File: src/api_frame_defs.vh
`ifndef API_FRAME_DEFS_VH
`define API_FRAME_DEFS_VH
// frame delimiters and escape codes
`define START_DELIM     8'h7E
`define ESC_BYTE        8'h7D
`define XON_BYTE        8'h11
`define XOFF_BYTE       8'h13
`define ESC_XOR         8'h20
`define CSUM_BASE       8'hFF
// frame types
`define TYPE_TX_REQ     8'h10
`define TYPE_TX_EXPL    8'h11
`define TYPE_TX_STATUS  8'h8B
// field offsets within the frame
`define OFS_LEN_MSB     16'h0001
`define OFS_LEN_LSB     16'h0002
`define OFS_TYPE        16'h0003
`define OFS_ID          16'h0004
`define OFS_DST64_FIRST 16'h0005
`define OFS_DST64_LAST  16'h000C
`define OFS_NET_MSB     16'h000D
`define OFS_NET_LSB     16'h000E
`define OFS_RADIUS_STD  16'h000F
`define OFS_OPT_STD     16'h0010
`define OFS_RADIUS_EXPL 16'h0015
`define OFS_OPT_EXPL    16'h0016
// special addresses
`define BCAST_ADDR64    64'h0000_0000_0000_FFFF
`define NET_UNKNOWN     16'hFFFE
`define NET_COORD       16'h0000
`define RADIUS_USE_MAX  8'h00
// api mode codes
`define MODE_ESCAPED    2'h2
`define MODE_VERBATIM   2'h1
`endif

File: src/api_transmit_frame_codec.v
`timescale 1ns/1ps
`default_nettype none
`include "api_frame_defs.vh"

// Summary of operation
// - in escaped mode, 0x13 travels as 0x7D 0x33 and is restored on receipt
// - verbatim mode passes every byte unchanged, no escapes added or removed
// - checksum is 0xFF minus low byte of sum, frame type through payload
// - length counts frame type through payload, not delimiter, length or checksum
// - 64-bit destination at offsets 5-12, network address at 13-14, msb first
// - type 0x11 decodes as explicit transmit with same addressing as 0x10
// - frame id zero suppresses response; nonzero id is echoed in status
// - destination 0x000000000000FFFF means broadcast
// - coordinator is zero address with 0xFFFE, or coordinator address with 0x0000
// - network 0xFFFE is unknown; status frame 0x8B reports discovered address
// - radius used only for broadcast; zero radius takes the max hop setting
module api_transmit_frame_codec (
  input  wire        mclk,
  input  wire        rst_n,
  input  wire [1:0]  api_escape_mode_select,
  input  wire [7:0]  max_hop_count_setting,
  input  wire [63:0] coord_addr64,
  input  wire        rx_valid,
  input  wire [7:0]  rx_byte,
  output reg         req_valid,
  output reg         req_explicit,
  output reg         req_broadcast,
  output reg         req_coord,
  output reg         req_net_unknown,
  output reg  [7:0]  req_frame_id,
  output reg  [63:0] req_addr64,
  output reg  [15:0] req_addr16,
  output reg  [7:0]  req_radius,
  output reg  [7:0]  req_options,
  output reg         frame_error,
  output reg         pay_valid,
  output reg  [7:0]  pay_byte,
  input  wire        st_valid,
  input  wire [7:0]  st_frame_id,
  input  wire [15:0] st_addr16,
  input  wire [7:0]  st_retries,
  input  wire [7:0]  st_delivery,
  input  wire [7:0]  st_discovery,
  output reg         st_busy,
  input  wire        tx_ready,
  output reg         tx_valid,
  output reg  [7:0]  tx_byte
);

  // one-hot states, shared by the deframer and the status framer
  localparam S_IDLE = 3'b001;
  localparam S_BODY = 3'b010;
  localparam S_CSUM = 3'b100;

  // escape test used by the status framer only
  function need_esc;
    input [7:0] b;
    begin
      need_esc = (b == `START_DELIM) || (b == `ESC_BYTE) || (b == `XON_BYTE) || (b == `XOFF_BYTE);
    end
  endfunction

  // status frame byte n (0 = delimiter)
  function [7:0] st_frame_byte;
    input [3:0]  n;
    input [7:0]  id;
    input [15:0] a16;
    input [7:0]  rt;
    input [7:0]  dl;
    input [7:0]  ds;
    input [7:0]  cs;
    begin
      case (n)
        4'h0: st_frame_byte = `START_DELIM;
        4'h1: st_frame_byte = 8'h00;
        4'h2: st_frame_byte = 8'h07;
        4'h3: st_frame_byte = `TYPE_TX_STATUS;
        4'h4: st_frame_byte = id;
        4'h5: st_frame_byte = a16[15:8];
        4'h6: st_frame_byte = a16[7:0];
        4'h7: st_frame_byte = rt;
        4'h8: st_frame_byte = dl;
        4'h9: st_frame_byte = ds;
        default: st_frame_byte = cs;
      endcase
    end
  endfunction

  // mode input crosses from configuration logic, treated as asynchronous
  reg [1:0] mode_s1_r, mode_r;
  always @(posedge mclk or negedge rst_n) begin
    if (!rst_n) begin
      mode_s1_r <= 2'h0;
      mode_r    <= 2'h0;
    end else begin
      mode_s1_r <= api_escape_mode_select;
      mode_r    <= mode_s1_r;
    end
  end
  wire escaping = (mode_r == `MODE_ESCAPED);

  // deframer
  reg [2:0]  rx_state_r;
  reg        esc_pend_r;
  reg [15:0] ofs_r;
  reg [15:0] len_r;
  reg [7:0]  sum_r;
  reg        expl_r;
  reg [7:0]  type_r;

  // escape removal only in escaped mode; verbatim passes 0x7D through
  wire       is_esc   = escaping && rx_valid && (rx_byte == `ESC_BYTE) && !esc_pend_r;
  wire [7:0] ub       = esc_pend_r ? (rx_byte ^ `ESC_XOR) : rx_byte;
  wire       ub_valid = rx_valid && !is_esc;
  // verbatim mode carries no escapes, so a 0x7e inside a frame is data
  wire       restart  = rx_valid && (rx_byte == `START_DELIM) && !esc_pend_r &&
                        (escaping || (rx_state_r == S_IDLE));
  wire [15:0] body_end = len_r + 16'h0002;     // last payload offset
  wire [15:0] opt_ofs  = expl_r ? `OFS_OPT_EXPL : `OFS_OPT_STD;
  wire [15:0] rad_ofs  = expl_r ? `OFS_RADIUS_EXPL : `OFS_RADIUS_STD;
  // shortest legal body still reaches the options byte; payload may be empty
  wire [15:0] min_len  = opt_ofs - 16'h0002;

  // destination class, decoded from the captured address fields
  wire        addr_bcast = (req_addr64 == `BCAST_ADDR64);
  wire        addr_zero  = (req_addr64 == 64'h0000_0000_0000_0000);
  wire        addr_own   = (req_addr64 == coord_addr64);
  // coordinator by reserved zero address or by its own address
  wire        coord_hit  = (addr_zero && (req_addr16 == `NET_UNKNOWN)) ||
                           (addr_own && (req_addr16 == `NET_COORD));
  // radius matters only for broadcast; zero picks the hop setting
  wire [7:0]  radius_eff = !addr_bcast ? 8'h00 :
                           (req_radius == `RADIUS_USE_MAX) ? max_hop_count_setting : req_radius;
  // a frame is taken only when checksum, type and length all agree
  wire        csum_ok    = ((`CSUM_BASE - sum_r) == ub);
  wire        type_ok    = (type_r == `TYPE_TX_REQ) || (type_r == `TYPE_TX_EXPL);
  wire        len_ok     = (len_r >= min_len);

  // byte-by-byte field capture; an unescaped delimiter restarts in escaped mode, or in S_IDLE in verbatim mode
  always @(posedge mclk or negedge rst_n) begin
    if (!rst_n) begin
      rx_state_r <= S_IDLE;
      esc_pend_r <= 1'b0;
      ofs_r <= 16'h0000;
      len_r <= 16'h0000;
      sum_r <= 8'h00;
      expl_r <= 1'b0;
      type_r <= 8'h00;
      req_valid <= 1'b0;
      req_explicit <= 1'b0;
      req_broadcast <= 1'b0;
      req_coord <= 1'b0;
      req_net_unknown <= 1'b0;
      req_frame_id <= 8'h00;
      req_addr64 <= 64'h0000_0000_0000_0000;
      req_addr16 <= 16'h0000;
      req_radius <= 8'h00;
      req_options <= 8'h00;
      frame_error <= 1'b0;
      pay_valid <= 1'b0;
      pay_byte <= 8'h00;
    end else begin
      req_valid   <= 1'b0;
      frame_error <= 1'b0;
      pay_valid   <= 1'b0;
      if (rx_valid)
        esc_pend_r <= is_esc;
      if (restart) begin
        rx_state_r <= S_BODY;
        ofs_r <= `OFS_LEN_MSB;
        sum_r <= 8'h00;
      end else if (ub_valid) begin
        case (rx_state_r)
          S_BODY: begin
            ofs_r <= ofs_r + 16'h0001;
            // delimiter and length bytes stay out of the sum
            if (ofs_r >= `OFS_TYPE)
              sum_r <= sum_r + ub;
            if (ofs_r == `OFS_LEN_MSB)
              len_r[15:8] <= ub;
            if (ofs_r == `OFS_LEN_LSB)
              len_r[7:0] <= ub;
            if (ofs_r == `OFS_TYPE) begin
              type_r <= ub;
              expl_r <= (ub == `TYPE_TX_EXPL);
            end
            if (ofs_r == `OFS_ID)
              req_frame_id <= ub;
            if (ofs_r >= `OFS_DST64_FIRST && ofs_r <= `OFS_DST64_LAST)
              req_addr64 <= {req_addr64[55:0], ub};
            if (ofs_r == `OFS_NET_MSB)
              req_addr16[15:8] <= ub;
            if (ofs_r == `OFS_NET_LSB)
              req_addr16[7:0] <= ub;
            if (ofs_r == rad_ofs)
              req_radius <= ub;
            if (ofs_r == opt_ofs)
              req_options <= ub;
            if (ofs_r > opt_ofs) begin
              pay_valid <= 1'b1;
              pay_byte  <= ub;
            end
            // length is whole only once the type byte arrives
            if (ofs_r >= `OFS_TYPE && ofs_r == body_end)
              rx_state_r <= S_CSUM;
          end
          S_CSUM: begin
            rx_state_r <= S_IDLE;
            if (csum_ok && type_ok && len_ok) begin
              req_valid       <= 1'b1;
              req_explicit    <= expl_r;
              req_broadcast   <= addr_bcast;
              req_coord       <= coord_hit;
              req_net_unknown <= (req_addr16 == `NET_UNKNOWN);
              req_radius      <= radius_eff;
            end else begin
              // bad checksum, unknown type or short body
              frame_error <= 1'b1;
            end
          end
          default: rx_state_r <= S_IDLE;
        endcase
      end
    end
  end

  // status framer
  reg [2:0] tx_state_r;
  reg [3:0] tx_idx_r;
  reg       tx_esc_r;
  // status fields captured at the request, held while the frame drains
  reg [7:0] st_id_r, st_rt_r, st_dl_r, st_ds_r, tx_sum_r;
  reg [15:0] st_a16_r;
  wire [7:0] cur = st_frame_byte(tx_idx_r, st_id_r, st_a16_r, st_rt_r, st_dl_r, st_ds_r, `CSUM_BASE - tx_sum_r);
  wire       esc_here = escaping && (tx_idx_r != 4'h0) && need_esc(cur);

  // status frames only for nonzero ids; escape bytes inserted on the fly
  always @(posedge mclk or negedge rst_n) begin
    if (!rst_n) begin
      tx_state_r <= S_IDLE;
      tx_idx_r <= 4'h0;
      tx_esc_r <= 1'b0;
      st_id_r <= 8'h00;
      st_a16_r <= 16'h0000;
      st_rt_r <= 8'h00;
      st_dl_r <= 8'h00;
      st_ds_r <= 8'h00;
      tx_sum_r <= 8'h00;
      st_busy <= 1'b0;
      tx_valid <= 1'b0;
      tx_byte <= 8'h00;
    end else begin
      case (tx_state_r)
        S_IDLE: begin
          if (st_valid && st_frame_id != 8'h00) begin
            st_id_r  <= st_frame_id;
            st_a16_r <= st_addr16;
            st_rt_r  <= st_retries;
            st_dl_r  <= st_delivery;
            st_ds_r  <= st_discovery;
            tx_idx_r <= 4'h0;
            tx_sum_r <= 8'h00;
            tx_esc_r <= 1'b0;
            st_busy  <= 1'b1;
            tx_state_r <= S_BODY;
          end
        end
        S_BODY: begin
          // a byte stands until the host takes it
          if (!tx_valid || tx_ready) begin
            tx_valid <= 1'b1;
            // escape byte first, the masked byte on the next grant
            if (esc_here && !tx_esc_r) begin
              tx_byte  <= `ESC_BYTE;
              tx_esc_r <= 1'b1;
            end else begin
              tx_byte  <= esc_here ? (cur ^ `ESC_XOR) : cur;
              tx_esc_r <= 1'b0;
              if (tx_idx_r >= 4'h3)
                tx_sum_r <= tx_sum_r + cur;
              tx_idx_r <= tx_idx_r + 4'h1;
              if (tx_idx_r == 4'hA)
                tx_state_r <= S_CSUM;
            end
          end
        end
        S_CSUM: begin
          if (tx_ready) begin
            tx_valid <= 1'b0;
            st_busy  <= 1'b0;
            tx_state_r <= S_IDLE;
          end
        end
        default: tx_state_r <= S_IDLE;
      endcase
    end
  end

endmodule // api_transmit_frame_codec
`default_nettype wire

File: config.mk
export PLATFORM = sky130hd
export DESIGN_NAME = api_transmit_frame_codec
export DESIGN_NICKNAME = d
export VERILOG_FILES = /design/src/api_transmit_frame_codec.v
export VERILOG_INCLUDE_DIRS = /design/src
export SDC_FILE = /design/constraint.sdc
export NUM_CORES = 1
export LEC_CHECK = 0
export CORE_MARGIN = 3
export CORE_UTILIZATION = 45
export CTS_CLUSTER_DIAMETER = 40
export DETAILED_ROUTE_END_ITERATION = 10
export DONT_BUFFER_PORTS = 1
export PLACE_DENSITY = 0.61
export SLEW_MARGIN = 30
export SYNTH_ARGS = -nofsm -noshare
export SYNTH_HDL_FRONTEND = slang
export SYNTH_SLANG_ARGS = --single-unit
File: constraint.sdc
create_clock -name mclk -period 5.1 [get_ports mclk]
set_input_delay 0 -clock mclk [delete_from_list [all_inputs] [get_ports mclk]]
set_output_delay 0 -clock mclk [all_outputs]
set_load 0.005 [all_outputs]
==> summary.md <==
| Metric | Value |
|---|---|
| Post-Syn Area | `between 10,000 and 15,000 um^2` |
| Final HPWL DP | `approximately 26,000 um` |
| Hold Vio Cnt, Final | `249` |
| Post-CTS resize count | `0` |
| Worst setup path class | `reg -> reg` |
| Sequential Power Share | `0.380` |
| Via count | `10,038` |
| RSZ-0062 raised after global routing | `no` |
| Share of cells above drive strength 1 | `0.163` |
| Combinational share of power | `0.183` |
| Finished Cell Area | `15,500 um^2` |
| Setup crit end kind | `register` |
| # DRC | `0` |
| Violated checks | `hold timing` |
| Grt ovf | `0` |
| First-pass GRT wire length | `around 58,000 um` |
| Most used DFF post-synth | `dfrtp_1` |
| Grt peak-use layer | `met2` |
| Die Area | `31,200 um^2` |
| Starting Density | `0.464` |
| Sw Ratio | `0.303` |
| Total track usage | `0.237` |
| Cts bufs inserted | `40` |
| Worst min-delay path category | `in -> async` |
| Max clock buf depth | `3` |
| Vias in the first global route | `around 10,000` |
| Data required time of the worst path | `5.50 ns` |
| DR vias/cell | `about 5.8` |
| Fin Setup TNS | `0 ns` |
| Count of different cell masters after synthesis | `74` |
| Int Pwr | `4450 uW` |
| Most frequent cells in the layout | `dfrtp_1, nand2_1, xnor2_1, mux2_2, dlygate4sd3_1` |
| Worst-Skew Late Latency | `0.52 ns` |
| Post-Syn Nets | `1,419` |
| Post-CTS Hold Fix Bufs | `70` |
| Most common cell after layout, fill and taps aside | `dfrtp_1` |
| WHS | `-0.826 ns` |
| Wire length per cell | `about 22 um` |
| CP Max Fanout | `21` |
| DRT Wirelength | `37,900 um` |
| Remaining antenna violation count | `0` |
| Drt pass-1 iters | `5` |
| Async set or reset register ratio after synthesis | `1.00` |
| Setup Buffers After CTS | `0` |
| Final nets | `about 1,500` |
| Pwr/cell area | `about 410 nW/um^2` |
| Met3 Usage GRT | `0.0628` |
| # clock sinks | `about 250` |
| Status | `complete, but fails checks` |
| Total of max-cap violations | `0` |
| Initial antenna violation count | `8` |
| CP startpoint kind | `register` |
| Critical Path AT | `4.57 ns` |
| Fillers | `around 2,500` |
| Seq/Total Area, Yosys | `0.476` |
| Sw Pwr | `1930 uW` |
| Number of top-level pins | `264` |
| Avg Synthesized Cell Area | `10.5 um^2` |
| Slew headroom | `0.371` |
| Highest clock rate | `about 240 MHz` |
| Cell Rows | `61` |
| Pre-CTS setup slack | `0.969 ns` |
| H-tree Lvls | `2` |
| 1st-iter DRT viols | `746` |
| Largest net degree at the start of global routing | `250` |
| GR Util met1 | `0.309` |
| Worst-Margin Slew | `0.942 ns` |
| Fin crit share | `0.817` |
| Yosys reg bits | `249` |
| Yosys warnings | `0` |
| Port bufs | `0` |
| RD Place Congestion | `0.899` |
| Final setup skew | `0.0222 ns` |
| Post-layout min period | `~4.2 ns` |
| Reg clk slew, reported paths | `0.05 ns` |
| Area grow syn2layout | `18.5%` |
| CTS tree | `built` |
| Pwr Total | `6380 uW` |
| Pins over their slew limit | `0` |
| Final WS setup | `about 0.93 ns` |
| Die X | `177 um` |
| Maximum VDD drop | `0.000270 V` |
| Placed inst area | `13,400 um^2` |
| Placeable Area | `28,200 um^2` |
| Synth Instances | `1,253` |
| Setup-failing EPs final | `0` |
| Met2 Use GR | `0.387` |
| CTS Root Cell | `clkbuf_16` |
| Share of total power in the clock network | `0.437` |
| Number of synthesized flops with an enable pin | `0` |
| LEAKAGE | `0.00711 uW` |
| Chip height | `177 um` |
## sequential cells by signal, summed over array words and instances, names as in the netlist, 4 cells and up
name and cells:
len_r 16, ofs_r 16, pay_byte 8, req_addr16 16, req_addr64 64, req_frame_id 8, req_options 8, req_radius 8
st_a16_r 16, st_dl_r 8, st_ds_r 8, st_id_r 8, st_rt_r 8, sum_r 8, tx_byte 8, tx_idx_r 4
tx_sum_r 8, type_r 7
## layout make-up
type                       instances  area (um^2)  area share
antenna                            7         17.5     0.00113
timing repair buffer              75          771      0.0496
tap                              378          473      0.0305
sequential                       249         6230       0.401
clock buffer                      46         1080      0.0693
multi-input combinational        921         6530       0.420
clock inverter                    28          329      0.0212
inverter                          27          101     0.00653
## power by group through the flow
stage	clock, uW	sequential [uW]	combinational [uW]
after detailed placement	0	2450	1050
after global placement	0	2450	1040
after CTS	2860	2420	1120
after global routing	2940	2450	1320
after floorplan	0	2360	847
final	2790	2430	1160
## kinds of logic (layout without fill, tap and decap cells)
family / after synthesis / count (layout) / synth area share
AO/OA/AOI/OAI: 185 / 185 / 0.0954
XOR/XNOR: 103 / 103 / 0.0689
adder cells (fa/ha/maj): 31 / 31 / 0.0308
buffers and inverters: 83 / 176 / 0.0282
flip-flops: 249 / 249 / 0.476
multiplexers: 128 / 128 / 0.124
other: 0 / 7 / 0
AND/OR/NAND/NOR: 474 / 474 / 0.177
## worst paths after layout
check	from	endpoint	slack, ns	cells after the start
setup reg to reg	tx_idx_r[0]	tx_sum_r[7]	0.93	14
setup / recovery	tx_idx_r[0]	tx_sum_r[7]	0.93	14
hold / removal	rst_n	st_ds_r[1]	-0.83	0
max in group asynchronous	rst_n	rx_state_r[0]	5.60	0
min in group mclk	rx_byte[2]	rx_state_r[0]	0.03	4
hold reg to reg	mode_s1_r[0]	mode_r[0]	0.34	0
## synthesized netlist by cell type, types with 4 or more instances
cell,count,area (um^2)
o21ai_0,57,285
inv_1,27,101
nor3_1,13,65.1
o31ai_1,5,37.5
a31oi_1,5,31.3
ha_1,29,363
nand3_1,33,165
nand3b_1,5,37.5
buf_2,10,50.1
and2_1,5,31.3
or3_1,7,43.8
mux2_4,48,721
dfrtp_1,247,6180
nand4_1,38,238
o21bai_1,5,37.5
and4_1,4,35.0
nor2_1,50,188
a21o_1,12,90.1
nor4_1,41,257
buf_1,4,15.0
xor2_1,25,219
a32oi_1,4,35.0
and3_1,15,93.8
xnor2_1,78,683
a32o_1,9,90.1
nor2b_1,7,43.8
nand2b_1,15,93.8
a21oi_1,36,180
nand2_1,216,811
clkbuf_1,36,135
a22oi_1,10,75.1
nor3b_1,6,45.0
mux2_2,78,878
buf_6,6,67.6
## per-stage QoR
stage	cells	util
3_3_place_gp	1579	0.473
3_5_place_dp	1579	0.474
5_1_grt	1729	0.550
2_1_floorplan	1253	-
6_report	1731	0.550
4_1_cts	1723	0.548
## layer usage
| metal | wire length [um] | vias up |
|---|---|---|
| met5 | 21 | - |
| met4 | 1200 | 4 |
| met3 | 3040 | 93 |
| met2 | 18100 | 372 |
| met1 | 15600 | 4945 |
| li1 | - | 4624 |
## worst max-delay path: stages (launching register included)
cell,delay (ns)
dfrtp_1,0.42
inv_1,0.11
ha_1,0.65
or3_1,0.23
a21oi_1,0.08
nor4_2,0.51
inv_1,0.15
ha_1,0.30
a21o_1,0.17
a21oi_1,0.20
o21ai_0,0.16
o41ai_1,0.52
xnor2_1,0.19
nand4b_1,0.11
a32o_1,0.24
Note: power is estimated with default switching activity, not from simulation.
